[config.mk]
export PLATFORM = sky130hd
export DESIGN_NAME = pwm_pwc_timer
export DESIGN_NICKNAME = d
export VERILOG_FILES = /design/src/verilog/pwm_pwc_pkg.sv /design/src/verilog/pwm_pwc_timer.sv
export SDC_FILE = /design/constraint.sdc
export NUM_CORES = 1
export LEC_CHECK = 0
export BUFFER_PORTS_ARGS = -buffer_cell sky130_fd_sc_hd__buf_2
export CAP_MARGIN = 20
export CORE_ASPECT_RATIO = 1.75
export CORE_MARGIN = 2
export CORE_UTILIZATION = 30
export CTS_CLUSTER_DIAMETER = 60
export DETAILED_ROUTE_END_ITERATION = 8
export GPL_ROUTABILITY_DRIVEN = 0
export HOLD_SLACK_MARGIN = 0.03
export PLACE_DENSITY_LB_ADDON = 0.12
export SLEW_MARGIN = 20
export SYNTH_ARGS = -nofsm -noshare
export SYNTH_HDL_FRONTEND = slang
export SYNTH_SLANG_ARGS = --single-unit
[constraint.sdc]
create_clock -name mclk_i -period 4.24 [get_ports mclk_i]
set_input_delay 0.848 -clock mclk_i [delete_from_list [all_inputs] [get_ports mclk_i]]
set_output_delay 0.848 -clock mclk_i [all_outputs]
set_load 0.005 [all_outputs]
[src/verilog/pwm_pwc_pkg.sv]
package pwm_pwc_pkg;
	localparam int ADDR_W = 8;
	localparam int DATA_W = 32;
	localparam int CLK_W  = 3;
	localparam int FN_W   = 4;

	// register byte addresses
	localparam logic [ADDR_W-1:0] OFS_LOWER_FUNC = 8'h00;
	localparam logic [ADDR_W-1:0] OFS_UPPER_FUNC = 8'h04;
	localparam logic [ADDR_W-1:0] OFS_LOWER_RUN  = 8'h08;
	localparam logic [ADDR_W-1:0] OFS_UPPER_RUN  = 8'h0c;
	localparam logic [ADDR_W-1:0] OFS_PAIR_MODE  = 8'h10;
	localparam logic [ADDR_W-1:0] OFS_LOWER_DATA = 8'h14;
	localparam logic [ADDR_W-1:0] OFS_UPPER_DATA = 8'h18;

	// function control fields
	localparam int FC_IRQ_GATE = 7;
	localparam int FC_CLK_LSB  = 4;
	localparam int FC_FN_LSB   = 0;
	// run/status fields
	localparam int RS_RUN   = 7;
	localparam int RS_PAUSE = 6;
	localparam int RS_IE    = 5;
	localparam int RS_IR    = 4;
	localparam int RS_BF    = 3;
	localparam int RS_IF    = 2;
	localparam int RS_SO    = 1;
	localparam int RS_OE    = 0;
	localparam logic [7:0] RS_WMASK   = 8'he3;
	localparam logic [7:0] RS_CLRMASK = 8'h14;
	localparam logic [7:0] RS_BFMASK  = 8'h08;
	// pair mode fields
	localparam int PM_UPPER_OUT = 7;
	localparam int PM_LOWER_OUT = 6;
	localparam int PM_SRC       = 5;
	localparam int PM_JOIN      = 4;
	localparam logic [7:0] PM_WMASK = 8'h3f;

	localparam logic [7:0] REG_RESET = 8'h00;

	// function select codes
	localparam logic [FN_W-1:0] FN_FIXED    = 4'h3;
	localparam logic [FN_W-1:0] FN_VAR      = 4'h4;
	localparam logic [FN_W-1:0] FN_PWC_HIGH = 4'h8;
	localparam logic [FN_W-1:0] FN_PWC_HCYC = 4'h9;
	localparam logic [FN_W-1:0] FN_PWC_LOW  = 4'ha;
	localparam logic [FN_W-1:0] FN_PWC_CYC  = 4'hb;
	localparam logic [1:0]      FN_PWC_TOP  = 2'h2;

	localparam logic [15:0] FULL8  = 16'h00ff;
	localparam logic [15:0] FULL16 = 16'hffff;
	localparam logic [15:0] ZERO16 = 16'h0000;
	localparam logic [15:0] ONE16  = 16'h0001;

	typedef enum logic [1:0] {PWC_WAIT, PWC_MEASURE, PWC_SECOND} pwc_state_e;

	typedef struct packed {
		logic              psel;
		logic              penable;
		logic              pwrite;
		logic [ADDR_W-1:0] paddr;
		logic [DATA_W-1:0] pwdata;
	} apb_req_s;

	typedef struct packed {
		logic [15:0] cnt;
		logic [15:0] latch;
		logic        out;
		pwc_state_e  st;
		logic        if_set;
		logic        ir_set;
		logic        cap;
		logic [15:0] cap_val;
	} chan_s;
endpackage

[src/verilog/pwm_pwc_timer.sv]
// How it works
// - fixed-cycle PWM: fixed period, programmable high
// - fixed period is 255 ticks, 65535 when joined
// - high width comes from data register
// - fixed PWM never sets match flag
// - fixed period starts high, ignores initial level
// - compare latch reloads at start and match
// - stopped timer holds its output level
// - first fixed high pulse one clock short
// - variable PWM: upper sets period, lower low
// - variable PWM run clears the join bit
// - variable PWM first period starts low
// - each counter flags its own match
// - low width above period: never high
// - new data takes effect after match
// - measurement restarts from zero on start edge
// - end edge stores count, sets both flags
// - data read clears result-held flag
// - held result blocks new stores, except high-and-cycle high
// - high-and-cycle mode stores high always, cycle only if not held
// - measurement overflow flags and toggles output
// - measurement output starts at initial level
`timescale 1ns/1ps
module pwm_pwc_timer (
	// clock and reset
	input  wire logic                         mclk_i,
	input  wire logic                         resetn_i,
	// register bus
	input  wire pwm_pwc_pkg::apb_req_s        apb_req_i,
	output logic [pwm_pwc_pkg::DATA_W-1:0]    prdata_o,
	output logic                              pready_o,
	output logic                              pslverr_o,
	// external pulse inputs, lower then upper
	input  wire logic [1:0]                   pulse_in_i,
	// timer outputs
	output logic                              lower_output_pin_o,
	output logic                              upper_output_pin_o,
	output logic                              lower_output_en_o,
	output logic                              upper_output_en_o
);
	import pwm_pwc_pkg::*;

	function automatic logic is_pwc(input logic [FN_W-1:0] fn);
		is_pwc = (fn[FN_W-1 -: 2] == FN_PWC_TOP);
	endfunction

	// one channel of fixed PWM or pulse measurement
	function automatic chan_s chan_step(
		input logic [FN_W-1:0] fn,
		input logic            start,
		input logic            run,
		input logic            tick,
		input logic            rise,
		input logic            fall,
		input logic            bf,
		input logic            so,
		input logic [15:0]     full,
		input logic [15:0]     data,
		input chan_s           cur
	);
		chan_s r;
		logic  sedge;
		logic  eedge;
		r = cur;
		r.if_set = 1'b0;
		r.ir_set = 1'b0;
		r.cap = 1'b0;
		r.cap_val = cur.cnt;
		sedge = (fn == FN_PWC_LOW) ? fall : rise;
		eedge = (fn == FN_PWC_HIGH || fn == FN_PWC_HCYC) ? fall : rise;
		if (start)
		begin
			r.latch = data;
			r.st = PWC_WAIT;
			r.cnt = ZERO16;
			// start high, one clock already counted
			if (fn == FN_FIXED)
			begin
				r.out = 1'b1;
				r.cnt = ONE16;
			end
			else if (is_pwc(fn))
				r.out = so;
		end
		else if (run && fn == FN_FIXED)
		begin
			if (tick)
			begin
				r.cnt = (cur.cnt == full - ONE16) ? ZERO16 : cur.cnt + ONE16;
				if (r.cnt == cur.latch)
				begin
					r.out = 1'b0;
					r.latch = data;
				end
				else if (r.cnt == ZERO16)
					r.out = 1'b1;
			end
		end
		else if (run && is_pwc(fn))
		begin
			if (tick && cur.st != PWC_WAIT)
			begin
				r.cnt = (cur.cnt == full) ? ZERO16 : cur.cnt + ONE16;
				if (cur.cnt == full)
				begin
					r.if_set = 1'b1;
					r.out = ~cur.out;
				end
			end
			unique case (cur.st)
				PWC_WAIT:
				if (sedge)
				begin
					r.cnt = ZERO16;
					r.st = PWC_MEASURE;
				end
				PWC_MEASURE:
				if (eedge)
				begin
					r.cap = !bf || fn == FN_PWC_HCYC;
					r.ir_set = r.cap;
					if (fn == FN_PWC_CYC)
						r.cnt = ZERO16;
					else if (fn == FN_PWC_HCYC)
						r.st = PWC_SECOND;
					else
						r.st = PWC_WAIT;
				end
				PWC_SECOND:
				if (rise)
				begin
					r.cap = !bf;
					r.ir_set = !bf;
					r.cnt = ZERO16;
					r.st = PWC_MEASURE;
				end
				default:
					r.st = PWC_WAIT;
			endcase
		end
		return r;
	endfunction

	////////////////////////////////////////////////////////////////////////
	// counters

	logic [7:0]  cnt_reg [2];
	logic [7:0]  cnt_next [2];
	logic [7:0]  latch_reg [2];
	logic [7:0]  latch_next [2];
	logic        out_reg [2];
	logic        out_next [2];
	pwc_state_e  st_reg [2];
	pwc_state_e  st_next [2];
	logic [1:0]  run_d_reg;
	logic [1:0]  run_d_next;
	logic [6:0]  pre_reg;
	logic [6:0]  pre_next;
	logic [1:0]  s1_reg;
	logic [1:0]  s2_reg;
	logic [1:0]  s3_reg;
	logic [6:0]  mask [2];
	logic [1:0]  tick;
	logic [1:0]  run_bit;
	logic [1:0]  start;
	logic [1:0]  rise;
	logic [1:0]  fall;
	logic        joined;
	logic        var_mode;
	logic        vrun;
	logic        vstart;
	logic [15:0] full0;
	logic [15:0] data0;
	chan_s       cur [2];
	chan_s       nxt [2];

	logic [7:0]  fc_reg [2];
	logic [7:0]  rs_reg [2];
	logic [7:0]  pm_reg;
	logic [7:0]  data_reg [2];

	always_comb
	begin
		pre_next = pre_reg + 7'h01;
		joined = pm_reg[PM_JOIN];
		var_mode = (fc_reg[0][FC_FN_LSB +: FN_W] == FN_VAR) && !joined;
		for (int i = 0; i < 2; i++)
		begin
			mask[i] = 7'((8'h01 << fc_reg[i][FC_CLK_LSB +: CLK_W]) - 8'h01);
			// pause freezes the count but keeps the output
			tick[i] = ((pre_reg & mask[i]) == mask[i])
				&& !rs_reg[i][RS_PAUSE];
			run_bit[i] = rs_reg[i][RS_RUN];
			start[i] = run_bit[i] && !run_d_reg[i];
			rise[i] = s2_reg[i] && !s3_reg[i];
			fall[i] = !s2_reg[i] && s3_reg[i];
			cur[i] = '0;
			cur[i].cnt = {8'h00, cnt_reg[i]};
			cur[i].latch = {8'h00, latch_reg[i]};
			cur[i].out = out_reg[i];
			cur[i].st = st_reg[i];
		end
		if (joined)
		begin
			cur[0].cnt = {cnt_reg[1], cnt_reg[0]};
			cur[0].latch = {latch_reg[1], latch_reg[0]};
		end
		full0 = joined ? FULL16 : FULL8;
		data0 = joined ? {data_reg[1], data_reg[0]} : {8'h00, data_reg[0]};
		vrun = run_bit[0] || run_bit[1];
		vstart = vrun && run_d_reg == 2'h0;
		nxt[0] = chan_step(fc_reg[0][FC_FN_LSB +: FN_W], start[0],
			run_bit[0], tick[0], rise[0], fall[0], rs_reg[0][RS_BF],
			rs_reg[0][RS_SO], full0, data0, cur[0]);
		nxt[1] = chan_step(fc_reg[1][FC_FN_LSB +: FN_W], start[1] && !joined,
			run_bit[1] && !joined, tick[1], rise[1], fall[1],
			rs_reg[1][RS_BF], rs_reg[1][RS_SO], FULL8,
			{8'h00, data_reg[1]}, cur[1]);
		// both counters, output on lower pin
		if (var_mode)
		begin
			nxt[0] = cur[0];
			nxt[1] = cur[1];
			if (vstart)
			begin
				nxt[0].cnt = ZERO16;
				nxt[1].cnt = ZERO16;
				nxt[0].latch = data0;
				nxt[1].latch = {8'h00, data_reg[1]};
				nxt[0].out = 1'b0;
				nxt[0].st = PWC_MEASURE;
			end
			else if (vrun)
			begin
				if (tick[0] && cur[0].st == PWC_MEASURE)
				begin
					if (cur[0].cnt == cur[0].latch)
					begin
						nxt[0].out = 1'b1;
						nxt[0].if_set = 1'b1;
						nxt[0].latch = data0;
						nxt[0].st = PWC_WAIT;
					end
					else
						nxt[0].cnt = cur[0].cnt + ONE16;
				end
				// period end wins over low match
				if (tick[1])
				begin
					if (cur[1].cnt == cur[1].latch)
					begin
						nxt[1].cnt = ZERO16;
						nxt[1].if_set = 1'b1;
						nxt[1].latch = {8'h00, data_reg[1]};
						nxt[0].cnt = ZERO16;
						nxt[0].out = 1'b0;
						nxt[0].st = PWC_MEASURE;
					end
					else
						nxt[1].cnt = cur[1].cnt + ONE16;
				end
			end
		end
		for (int i = 0; i < 2; i++)
		begin
			// no run, nothing changes the output
			cnt_next[i] = nxt[i].cnt[7:0];
			latch_next[i] = nxt[i].latch[7:0];
			out_next[i] = nxt[i].out;
			st_next[i] = nxt[i].st;
		end
		if (joined)
		begin
			cnt_next[1] = nxt[0].cnt[15:8];
			latch_next[1] = nxt[0].latch[15:8];
		end
		run_d_next = run_bit;
	end

	always_ff @(posedge mclk_i)
	begin
		if (!resetn_i)
		begin
			for (int i = 0; i < 2; i++)
			begin
				cnt_reg[i] <= REG_RESET;
				latch_reg[i] <= REG_RESET;
				out_reg[i] <= 1'b0;
				st_reg[i] <= PWC_WAIT;
			end
			run_d_reg <= 2'h0;
			pre_reg <= 7'h00;
			s1_reg <= 2'h0;
			s2_reg <= 2'h0;
			s3_reg <= 2'h0;
		end
		else
		begin
			cnt_reg <= cnt_next;
			latch_reg <= latch_next;
			out_reg <= out_next;
			st_reg <= st_next;
			run_d_reg <= run_d_next;
			pre_reg <= pre_next;
			s1_reg <= pulse_in_i;
			s2_reg <= s1_reg;
			s3_reg <= s2_reg;
		end
	end

	assign lower_output_pin_o = out_reg[0];
	assign upper_output_pin_o = out_reg[1];
	assign lower_output_en_o = rs_reg[0][RS_OE];
	assign upper_output_en_o = rs_reg[1][RS_OE];

	////////////////////////////////////////////////////////////////////////
	// register bus

	logic [7:0]        fc_next [2];
	logic [7:0]        rs_next [2];
	logic [7:0]        pm_next;
	logic [7:0]        data_next [2];
	logic [DATA_W-1:0] prdata_reg;
	logic [DATA_W-1:0] prdata_next;
	logic [7:0]        wdat;
	logic [7:0]        rmux;
	logic              hit;
	logic              wr_en;
	logic              rd_en;

	always_comb
	begin
		fc_next = fc_reg;
		rs_next = rs_reg;
		pm_next = pm_reg;
		data_next = data_reg;
		prdata_next = prdata_reg;
		wdat = apb_req_i.pwdata[7:0];
		wr_en = apb_req_i.psel && apb_req_i.penable && apb_req_i.pwrite;
		rd_en = apb_req_i.psel && apb_req_i.penable && !apb_req_i.pwrite;
		hit = 1'b1;
		rmux = REG_RESET;
		case (apb_req_i.paddr)
			OFS_LOWER_FUNC: rmux = fc_reg[0];
			OFS_UPPER_FUNC: rmux = fc_reg[1];
			OFS_LOWER_RUN:  rmux = rs_reg[0];
			OFS_UPPER_RUN:  rmux = rs_reg[1];
			OFS_PAIR_MODE:  rmux = pm_reg | ({7'h00, out_reg[1]} << PM_UPPER_OUT)
				| ({7'h00, out_reg[0]} << PM_LOWER_OUT);
			OFS_LOWER_DATA: rmux = data_reg[0];
			OFS_UPPER_DATA: rmux = data_reg[1];
			default:        hit = 1'b0;
		endcase
		// read data is fetched in the setup cycle so the answer is a flop
		if (apb_req_i.psel && !apb_req_i.penable)
			prdata_next = {24'h000000, rmux};
		if (wr_en)
		begin
			// IR and IF flag bits clear on a written zero only; writes leave the held flag BF unchanged
			case (apb_req_i.paddr)
				OFS_LOWER_FUNC: fc_next[0] = wdat;
				OFS_UPPER_FUNC: fc_next[1] = wdat;
				OFS_LOWER_RUN:  rs_next[0] = (wdat & RS_WMASK)
					| (rs_reg[0] & RS_BFMASK) | (rs_reg[0] & wdat & RS_CLRMASK);
				OFS_UPPER_RUN:  rs_next[1] = (wdat & RS_WMASK)
					| (rs_reg[1] & RS_BFMASK) | (rs_reg[1] & wdat & RS_CLRMASK);
				OFS_PAIR_MODE:  pm_next = wdat & PM_WMASK;
				OFS_LOWER_DATA: data_next[0] = wdat;
				OFS_UPPER_DATA: data_next[1] = wdat;
				default:        pm_next = pm_reg;
			endcase
		end
		// data read clears the held flag
		if (rd_en && apb_req_i.paddr == OFS_LOWER_DATA)
			rs_next[0][RS_BF] = 1'b0;
		if (rd_en && apb_req_i.paddr == OFS_UPPER_DATA)
			rs_next[1][RS_BF] = 1'b0;
		if (fc_next[0][FC_FN_LSB +: FN_W] == FN_VAR
			&& (rs_next[0][RS_RUN] || rs_next[1][RS_RUN]))
			pm_next[PM_JOIN] = 1'b0;
		// hardware events win over a clear in the same cycle
		for (int i = 0; i < 2; i++)
		begin
			if (nxt[i].if_set)
				rs_next[i][RS_IF] = 1'b1;
			if (nxt[i].cap)
			begin
				rs_next[i][RS_IR] = 1'b1;
				rs_next[i][RS_BF] = 1'b1;
				data_next[i] = nxt[i].cap_val[7:0];
			end
		end
		if (nxt[0].cap && joined)
			data_next[1] = nxt[0].cap_val[15:8];
	end

	always_ff @(posedge mclk_i)
	begin
		if (!resetn_i)
		begin
			for (int i = 0; i < 2; i++)
			begin
				fc_reg[i] <= REG_RESET;
				rs_reg[i] <= REG_RESET;
				data_reg[i] <= REG_RESET;
			end
			pm_reg <= REG_RESET;
			prdata_reg <= '0;
		end
		else
		begin
			fc_reg <= fc_next;
			rs_reg <= rs_next;
			data_reg <= data_next;
			pm_reg <= pm_next;
			prdata_reg <= prdata_next;
		end
	end

	assign prdata_o = prdata_reg;
	assign pready_o = 1'b1;
	assign pslverr_o = apb_req_i.psel && apb_req_i.penable && !hit;
endmodule
# After elaboration in Yosys (flattened, before gate mapping)
# Index checks and enable logic that the tools add are counted.
dict set report word_totals {
  regBits 115
  input_bits 47
  out_inout_bits 38
}
dict set report classes {
  add_sub_neg 6
  eq_ne 55
  shifts 2
  mux 121
  n_bitwise 14
  reduce_logical 104
}
# op count
set op_table {}
lappend op_table {{16-bit 2-to-1 mux} 28}
lappend op_table {{32-bit 2-to-1 mux} 4}
lappend op_table {{108-bit 2-to-1 mux} 1}
lappend op_table {{35-bit 2-to-1 mux} 3}
lappend op_table {{8-bit 2-to-1 mux} 12}
lappend op_table {{16-bit one-hot mux with 3 select lines} 2}
lappend op_table {{36-bit 2-to-1 mux} 2}
lappend op_table {{33-bit 2-to-1 mux} 2}
lappend op_table {{16-bit equality test} 4}
lappend op_table {{8-bit one-hot mux with 7 select lines} 1}
lappend op_table {{1-bit 2-to-1 mux} 34}
lappend op_table {{4-bit equality test, second input constant} 8}
lappend op_table {{16-bit logical NOT} 2}
lappend op_table {{2-bit 2-to-1 mux} 16}
lappend op_table {{3-bit nonzero test} 10}
lappend op_table {{1-bit logical AND} 28}
lappend op_table {{7-bit AND reduction} 4}
lappend op_table {{2-bit AND reduction} 13}
lappend op_table {{8-bit by 5-bit equality test with 1-bit output, second input constant} 3}
lappend op_table {{2-bit nonzero test} 12}
lappend op_table {{4-bit nonzero test} 6}
lappend op_table {{20-bit 2-to-1 mux} 1}
lappend op_table {{4-bit inequality test, second input constant} 5}
lappend op_table {{3-bit inequality test, second input constant} 6}
lappend op_table {{other kinds (46)} 95}

# Logic depth before layout (Yosys ltp)
dict set report logic_depth {
  word_depth 17
  mapped_depth 14
}

# Worst setup path before layout
# OpenSTA, ideal clock, no wires.
dict set report synth_path {
  kind {reg-to-reg}
  startpoint {register fc_reg[14] in the netlist's numbering}
  endpoint {register latch_reg[10] in the netlist's numbering}
  arrival_ps 3021
  required_ps 4168
  setup_slack_ps 1147
  stages_incl_launch_ff 13
  synth_period_minus_slack_ps 3093
  path_cell_list {dfxtp_1 > clkbuf_1 > or3_1 > ha_1 > nor2b_1 > o21ai_0 > a31oi_1 > or3_1 > clkbuf_1 > or3_1 > a21o_1 > a21oi_4 > mux2i_1}
}
dict set report synth_via {
  elab_chain_len 10
  elab_cells_between_ends 13
}
# element line
set synth_lines {}
lappend synth_lines {{start: declaration} pwm_pwc_timer.sv:177} ;# logic [7:0] fc_reg [2];
lappend synth_lines {{start signal: assignment} pwm_pwc_timer.sv:412} ;# fc_reg <= fc_next;
lappend synth_lines {{1-bit by 3-bit << shifter with 7-bit output (*)} pwm_pwc_timer.sv:189} ;# mask[i] = 7'((8'h01 << fc_reg[i][FC_CLK_LSB +: CLK_W]) - 8'h01);
lappend synth_lines {{7-bit by 1-bit subtractor with 7-bit output (*)} pwm_pwc_timer.sv:189}
lappend synth_lines {{7-bit bitwise AND} pwm_pwc_timer.sv:191} ;# tick[i] = ((pre_reg & mask[i]) == mask[i])
lappend synth_lines {{7-bit equality test (*)} pwm_pwc_timer.sv:191}
lappend synth_lines {{1-bit logical AND (*)} pwm_pwc_timer.sv:192} ;# && !rs_reg[i][RS_PAUSE];
lappend synth_lines {{1-bit logical AND} pwm_pwc_timer.sv:235} ;# if (tick[0] && cur[0].st == PWC_MEASURE)
lappend synth_lines {{36-bit 2-to-1 mux} pwm_pwc_timer.sv:235}
lappend synth_lines {{36-bit 2-to-1 mux} pwm_pwc_timer.sv:233} ;# else if (vrun)
lappend synth_lines {{35-bit 2-to-1 mux} pwm_pwc_timer.sv:224} ;# if (vstart)
lappend synth_lines {{108-bit 2-to-1 mux (*)} pwm_pwc_timer.sv:220} ;# if (var_mode)
lappend synth_lines {{end signal: assignment} pwm_pwc_timer.sv:300} ;# latch_reg <= latch_next;
lappend synth_lines {{end: declaration} pwm_pwc_timer.sv:149} ;# logic [7:0] latch_reg [2];
# Mark *: on every way between the ends. The rest lies on a longest branch, timed or not. The select of a mux whose other input is x is not followed.
# A chain may end at the register's enable or synchronous reset.

# Worst setup path after layout
dict set report layout_path {
  startpoint {register cnt_reg[15] in the netlist's numbering}
  endpoint {register latch_reg[8] in the netlist's numbering}
}
dict set report layout_via {
  elab_chain_len 9
  elab_cells_between_ends 15
}
# element line
set layout_lines {}
lappend layout_lines {{start: declaration} pwm_pwc_timer.sv:147} ;# logic [7:0] cnt_reg [2];
lappend layout_lines {{start signal: assignment} pwm_pwc_timer.sv:299} ;# cnt_reg <= cnt_next;
lappend layout_lines {{32-bit 2-to-1 mux (*)} pwm_pwc_timer.sv:203} ;# if (joined)
lappend layout_lines {{16-bit by 1-bit adder with 16-bit output or 16-bit equality test (tied branches)} pwm_pwc_timer.sv:89} ;# r.cnt = (cur.cnt == full - ONE16) ? ZERO16 : cur.cnt + ONE16;
lappend layout_lines {{16-bit 2-to-1 mux} pwm_pwc_timer.sv:89}
lappend layout_lines {{16-bit equality test} pwm_pwc_timer.sv:90} ;# if (r.cnt == cur.latch)
lappend layout_lines {{16-bit 2-to-1 mux} pwm_pwc_timer.sv:90}
lappend layout_lines {{33-bit 2-to-1 mux} pwm_pwc_timer.sv:87} ;# if (tick)
lappend layout_lines {{16-bit 2-to-1 mux} pwm_pwc_timer.sv:85} ;# else if (run && fn == FN_FIXED)
lappend layout_lines {{35-bit 2-to-1 mux} pwm_pwc_timer.sv:71} ;# if (start)
lappend layout_lines {{108-bit 2-to-1 mux (*)} pwm_pwc_timer.sv:220}
# Marks and branches as above.

==> summary.md <==
| Metric | Value |
|---|---|
| Worst vdd ir | `276 uV` |
| Vias per cell | `5.84` |
| Cell mode on critical path | `nand4_1` |
| Ys Warns | `0` |
| Register bit total from synthesis | `115` |
| Max-cap viol count | `0` |
| Synth Cell Area | `9230 um2` |
| DRC | `0` |
| Reg clk slew, reported paths | `0.06 ns` |
| Final min period | `3.73 ns` |
| Total number of vias | `9756` |
| DRT antenna net count | `0` |
| Area of the core | `between 30000 and 40000 um2` |
| Clock root buffer master | `clkbuf_16` |
| Resize count post-CTS | `0` |
| Leakage | `approximately 4.1 nW` |
| Postcts setup bufs | `0` |
| Final setup margin | `0.513 ns` |
| Initial DRC count | `798` |
| Area grow syn2layout | `14.2%` |
| Die extent in y | `236 um` |
| RSZ-0062 raised after global routing | `no` |
| Critical path required time | `4.62 ns` |
| Buf+Inv Stages, Crit Path | `1` |
| Final hold violation count | `0` |
| F_max | `268 MHz` |
| Diode count | `0` |
| Top cell type by total area after synthesis | `dfxtp_1` |
| CP max FO | `16` |
| Routed WL per cell | `around 24 um` |
| PnR Total Power | `0.00269 W` |
| Filler Cell Count | `3272` |
| Multi-input gate area | `6360 um2` |
| Initial DRT Pass Iterations | `6` |
| Predominant post-synthesis flop cell | `dfxtp_1` |
| Fin nets | `1327` |
| Post-synthesis async set-or-reset flop share | `0` |
| Seq. cell area | `2300 um2` |
| Vias in the first global route | `9526` |
| Ranking of synthesized cells by area | `dfxtp_1, mux2i_1, nor2_1` |
| Post-Route WL | `39900 um` |
| Initial Util | `0.302` |
| Share of layout cells above drive strength 1 | `0.141` |
| Register area share after synthesis | `0.249` |
| Status | `finished, final reports clean` |
| Worst-Skew Late Latency | `0.45 ns` |
| Startpoint types | `flop` |
| Final HPWL DP | `30900 um` |
| Chip width | `137 um` |
| Post-synth EDFFs | `0` |
| Top post-synthesis cells by count | `nor2_1, nand2_1, dfxtp_1, o21ai_0, mux2i_1` |
| Row count | `85` |
| Skew final | `0.0137 ns` |
| Synth unique cells | `84` |
| Global route overflow | `0` |
| Setup CP Type | `reg2reg` |
| Die ar. | `32200 um2` |
| Clock Tree Buf Depth | `2` |
| Setup TNS | `0 ns` |
| Arr. time, crit path | `around 4 ns` |
| Clk sinks | `115` |
| Period Utilization, post-route | `0.879` |
| Family with the most delay on the worst path | `simple AND/OR/NAND/NOR gates` |
| Setup violations, final | `0` |
| Final Slew Violations | `0` |
| Setup slack, reg-to-reg | `0.51 ns` |
| Pin count of the biggest net entering global routing | `70` |
| Slew margin rel. | `0.366` |
| Cts hold-fix bufs | `0` |
| Setup WS pre-CTS | `around 0.56 ns` |
| Most frequent cell after synthesis | `nor2_1` |
| Initial antenna violation count | `0` |
| First-pass GRT wire length | `59300 um` |
| Power density over the cells | `255 nW/um2` |
| CTS tree | `done` |
| Slowest-stage cell, CP | `dfxtp_1` |
| Top-area cell type share of the netlist area | `0.249` |
| Critical path's largest stage delay | `approximately 0.73 ns` |
| Hold Crit Class | `reg2reg` |
| H-tree levels | `4` |
| Synthesized area per cell | `7.50 um2` |
| Worst setup EP type | `flop` |
| Boundary Pins | `85` |
| Crit-path cells | `nand4_1 -> nor4_1 -> xnor2_1 -> a221o_1 -> o211ai_1 -> nand4_1 -> or3_4 -> a21oi_4 -> buf_12 -> mux2i_1` |
| # port buffers | `35` |
| Worst-Margin Slew | `approximately 0.95 ns` |
| GRT Overall Usage | `0.250` |
| TritonCTS Buffers | `17` |
| Post-Syn Instances | `1231` |
[final timing paths]
check	to	from	cells after the start
setup / recovery	latch_reg[8]$_SDFFE_PN0P_	cnt_reg[15]$_SDFFE_PN0P_	10
hold / removal	s2_reg[1]$_SDFF_PN0_	s1_reg[1]$_SDFF_PN0_	1
setup reg to reg	latch_reg[8]$_SDFFE_PN0P_	cnt_reg[15]$_SDFFE_PN0P_	10
hold reg to reg	s2_reg[1]$_SDFF_PN0_	s1_reg[1]$_SDFF_PN0_	1
[cell usage in the layout (no fill, tap or decap), types with 15 or more instances in the layout]
cell / count
buf_2: 35
inv_1: 29
and2_1: 20
buf_4: 69
or3_1: 15
a211oi_1: 20
clkbuf_16: 17
dfxtp_1: 115
a31oi_1: 19
mux2i_1: 76
xnor2_1: 30
nand2_1: 119
xor2_1: 15
nor2_1: 145
nand2b_1: 20
nor3_1: 37
nor4_1: 16
nand3_1: 43
nand4_1: 29
a21oi_1: 53
conb_1: 25
o21ai_0: 77
[layout make-up]
| type | count | share of cell area |
|---|---|---|
| Clock buffer | 19 | 0.0420 |
| Clock inverter | 13 | 0.0119 |
| Inverter | 31 | 0.0110 |
| Multi-Input combinational cell | 996 | 0.603 |
| Sequential cell | 115 | 0.218 |
| Tap cell | 391 | 0.0464 |
| Timing Repair Buffer | 105 | 0.0676 |
[kinds of logic after synthesis]
kind of cell / after synthesis / share of synthesized area
AND/OR/NAND/NOR: 514 / 0.279
XOR/XNOR: 46 / 0.0451
flip-flops: 115 / 0.249
adder cells (fa/ha/maj): 14 / 0.0190
other: 2 / 0.000813
buffers and inverters: 143 / 0.0724
AO/OA/AOI/OAI: 307 / 0.226
multiplexers: 90 / 0.109
[through the flow]
step / std cells / hold WS [ns] / area (um2) / util
after floorplan: 1254 / 0.412 / 9320 / -
after global routing: 1670 / 0.458 / 10500 / 0.346
after detailed placement: 1638 / 0.422 / 9980 / 0.327
after CTS: 1670 / 0.435 / 10500 / 0.345
after global placement: 1638 / 0.415 / 9980 / 0.327
final: 1670 / 0.433 / 10500 / 0.346
[where the power goes]
group	internal, W	switching [W]	total (W)
Combinational	0.0000463	0.000103	0.000150
Clock	0.000828	0.000609	0.00144
Sequential	0.00109	0.0000160	0.00111
[routing by layer]
layer  share of wire  up-vias  track usage
met5               0        -            0
met4           0.088        0        0.198
met3           0.040      157       0.0344
met2            0.52      409        0.445
met1            0.35     4641        0.254
li1                -     4549            -
[worst register-to-register path: stages (launching register included)]
cell and delay (ns):
dfxtp_1 0.73, nand4_1 0.35, nor4_1 0.58, xnor2_1 0.28
a221o_1 0.40, o211ai_1 0.08, nand4_1 0.24, or3_4 0.47
a21oi_4 0.20, buf_12 0.16, mux2i_1 0.18
Note: power is estimated with default switching activity, not from simulation.
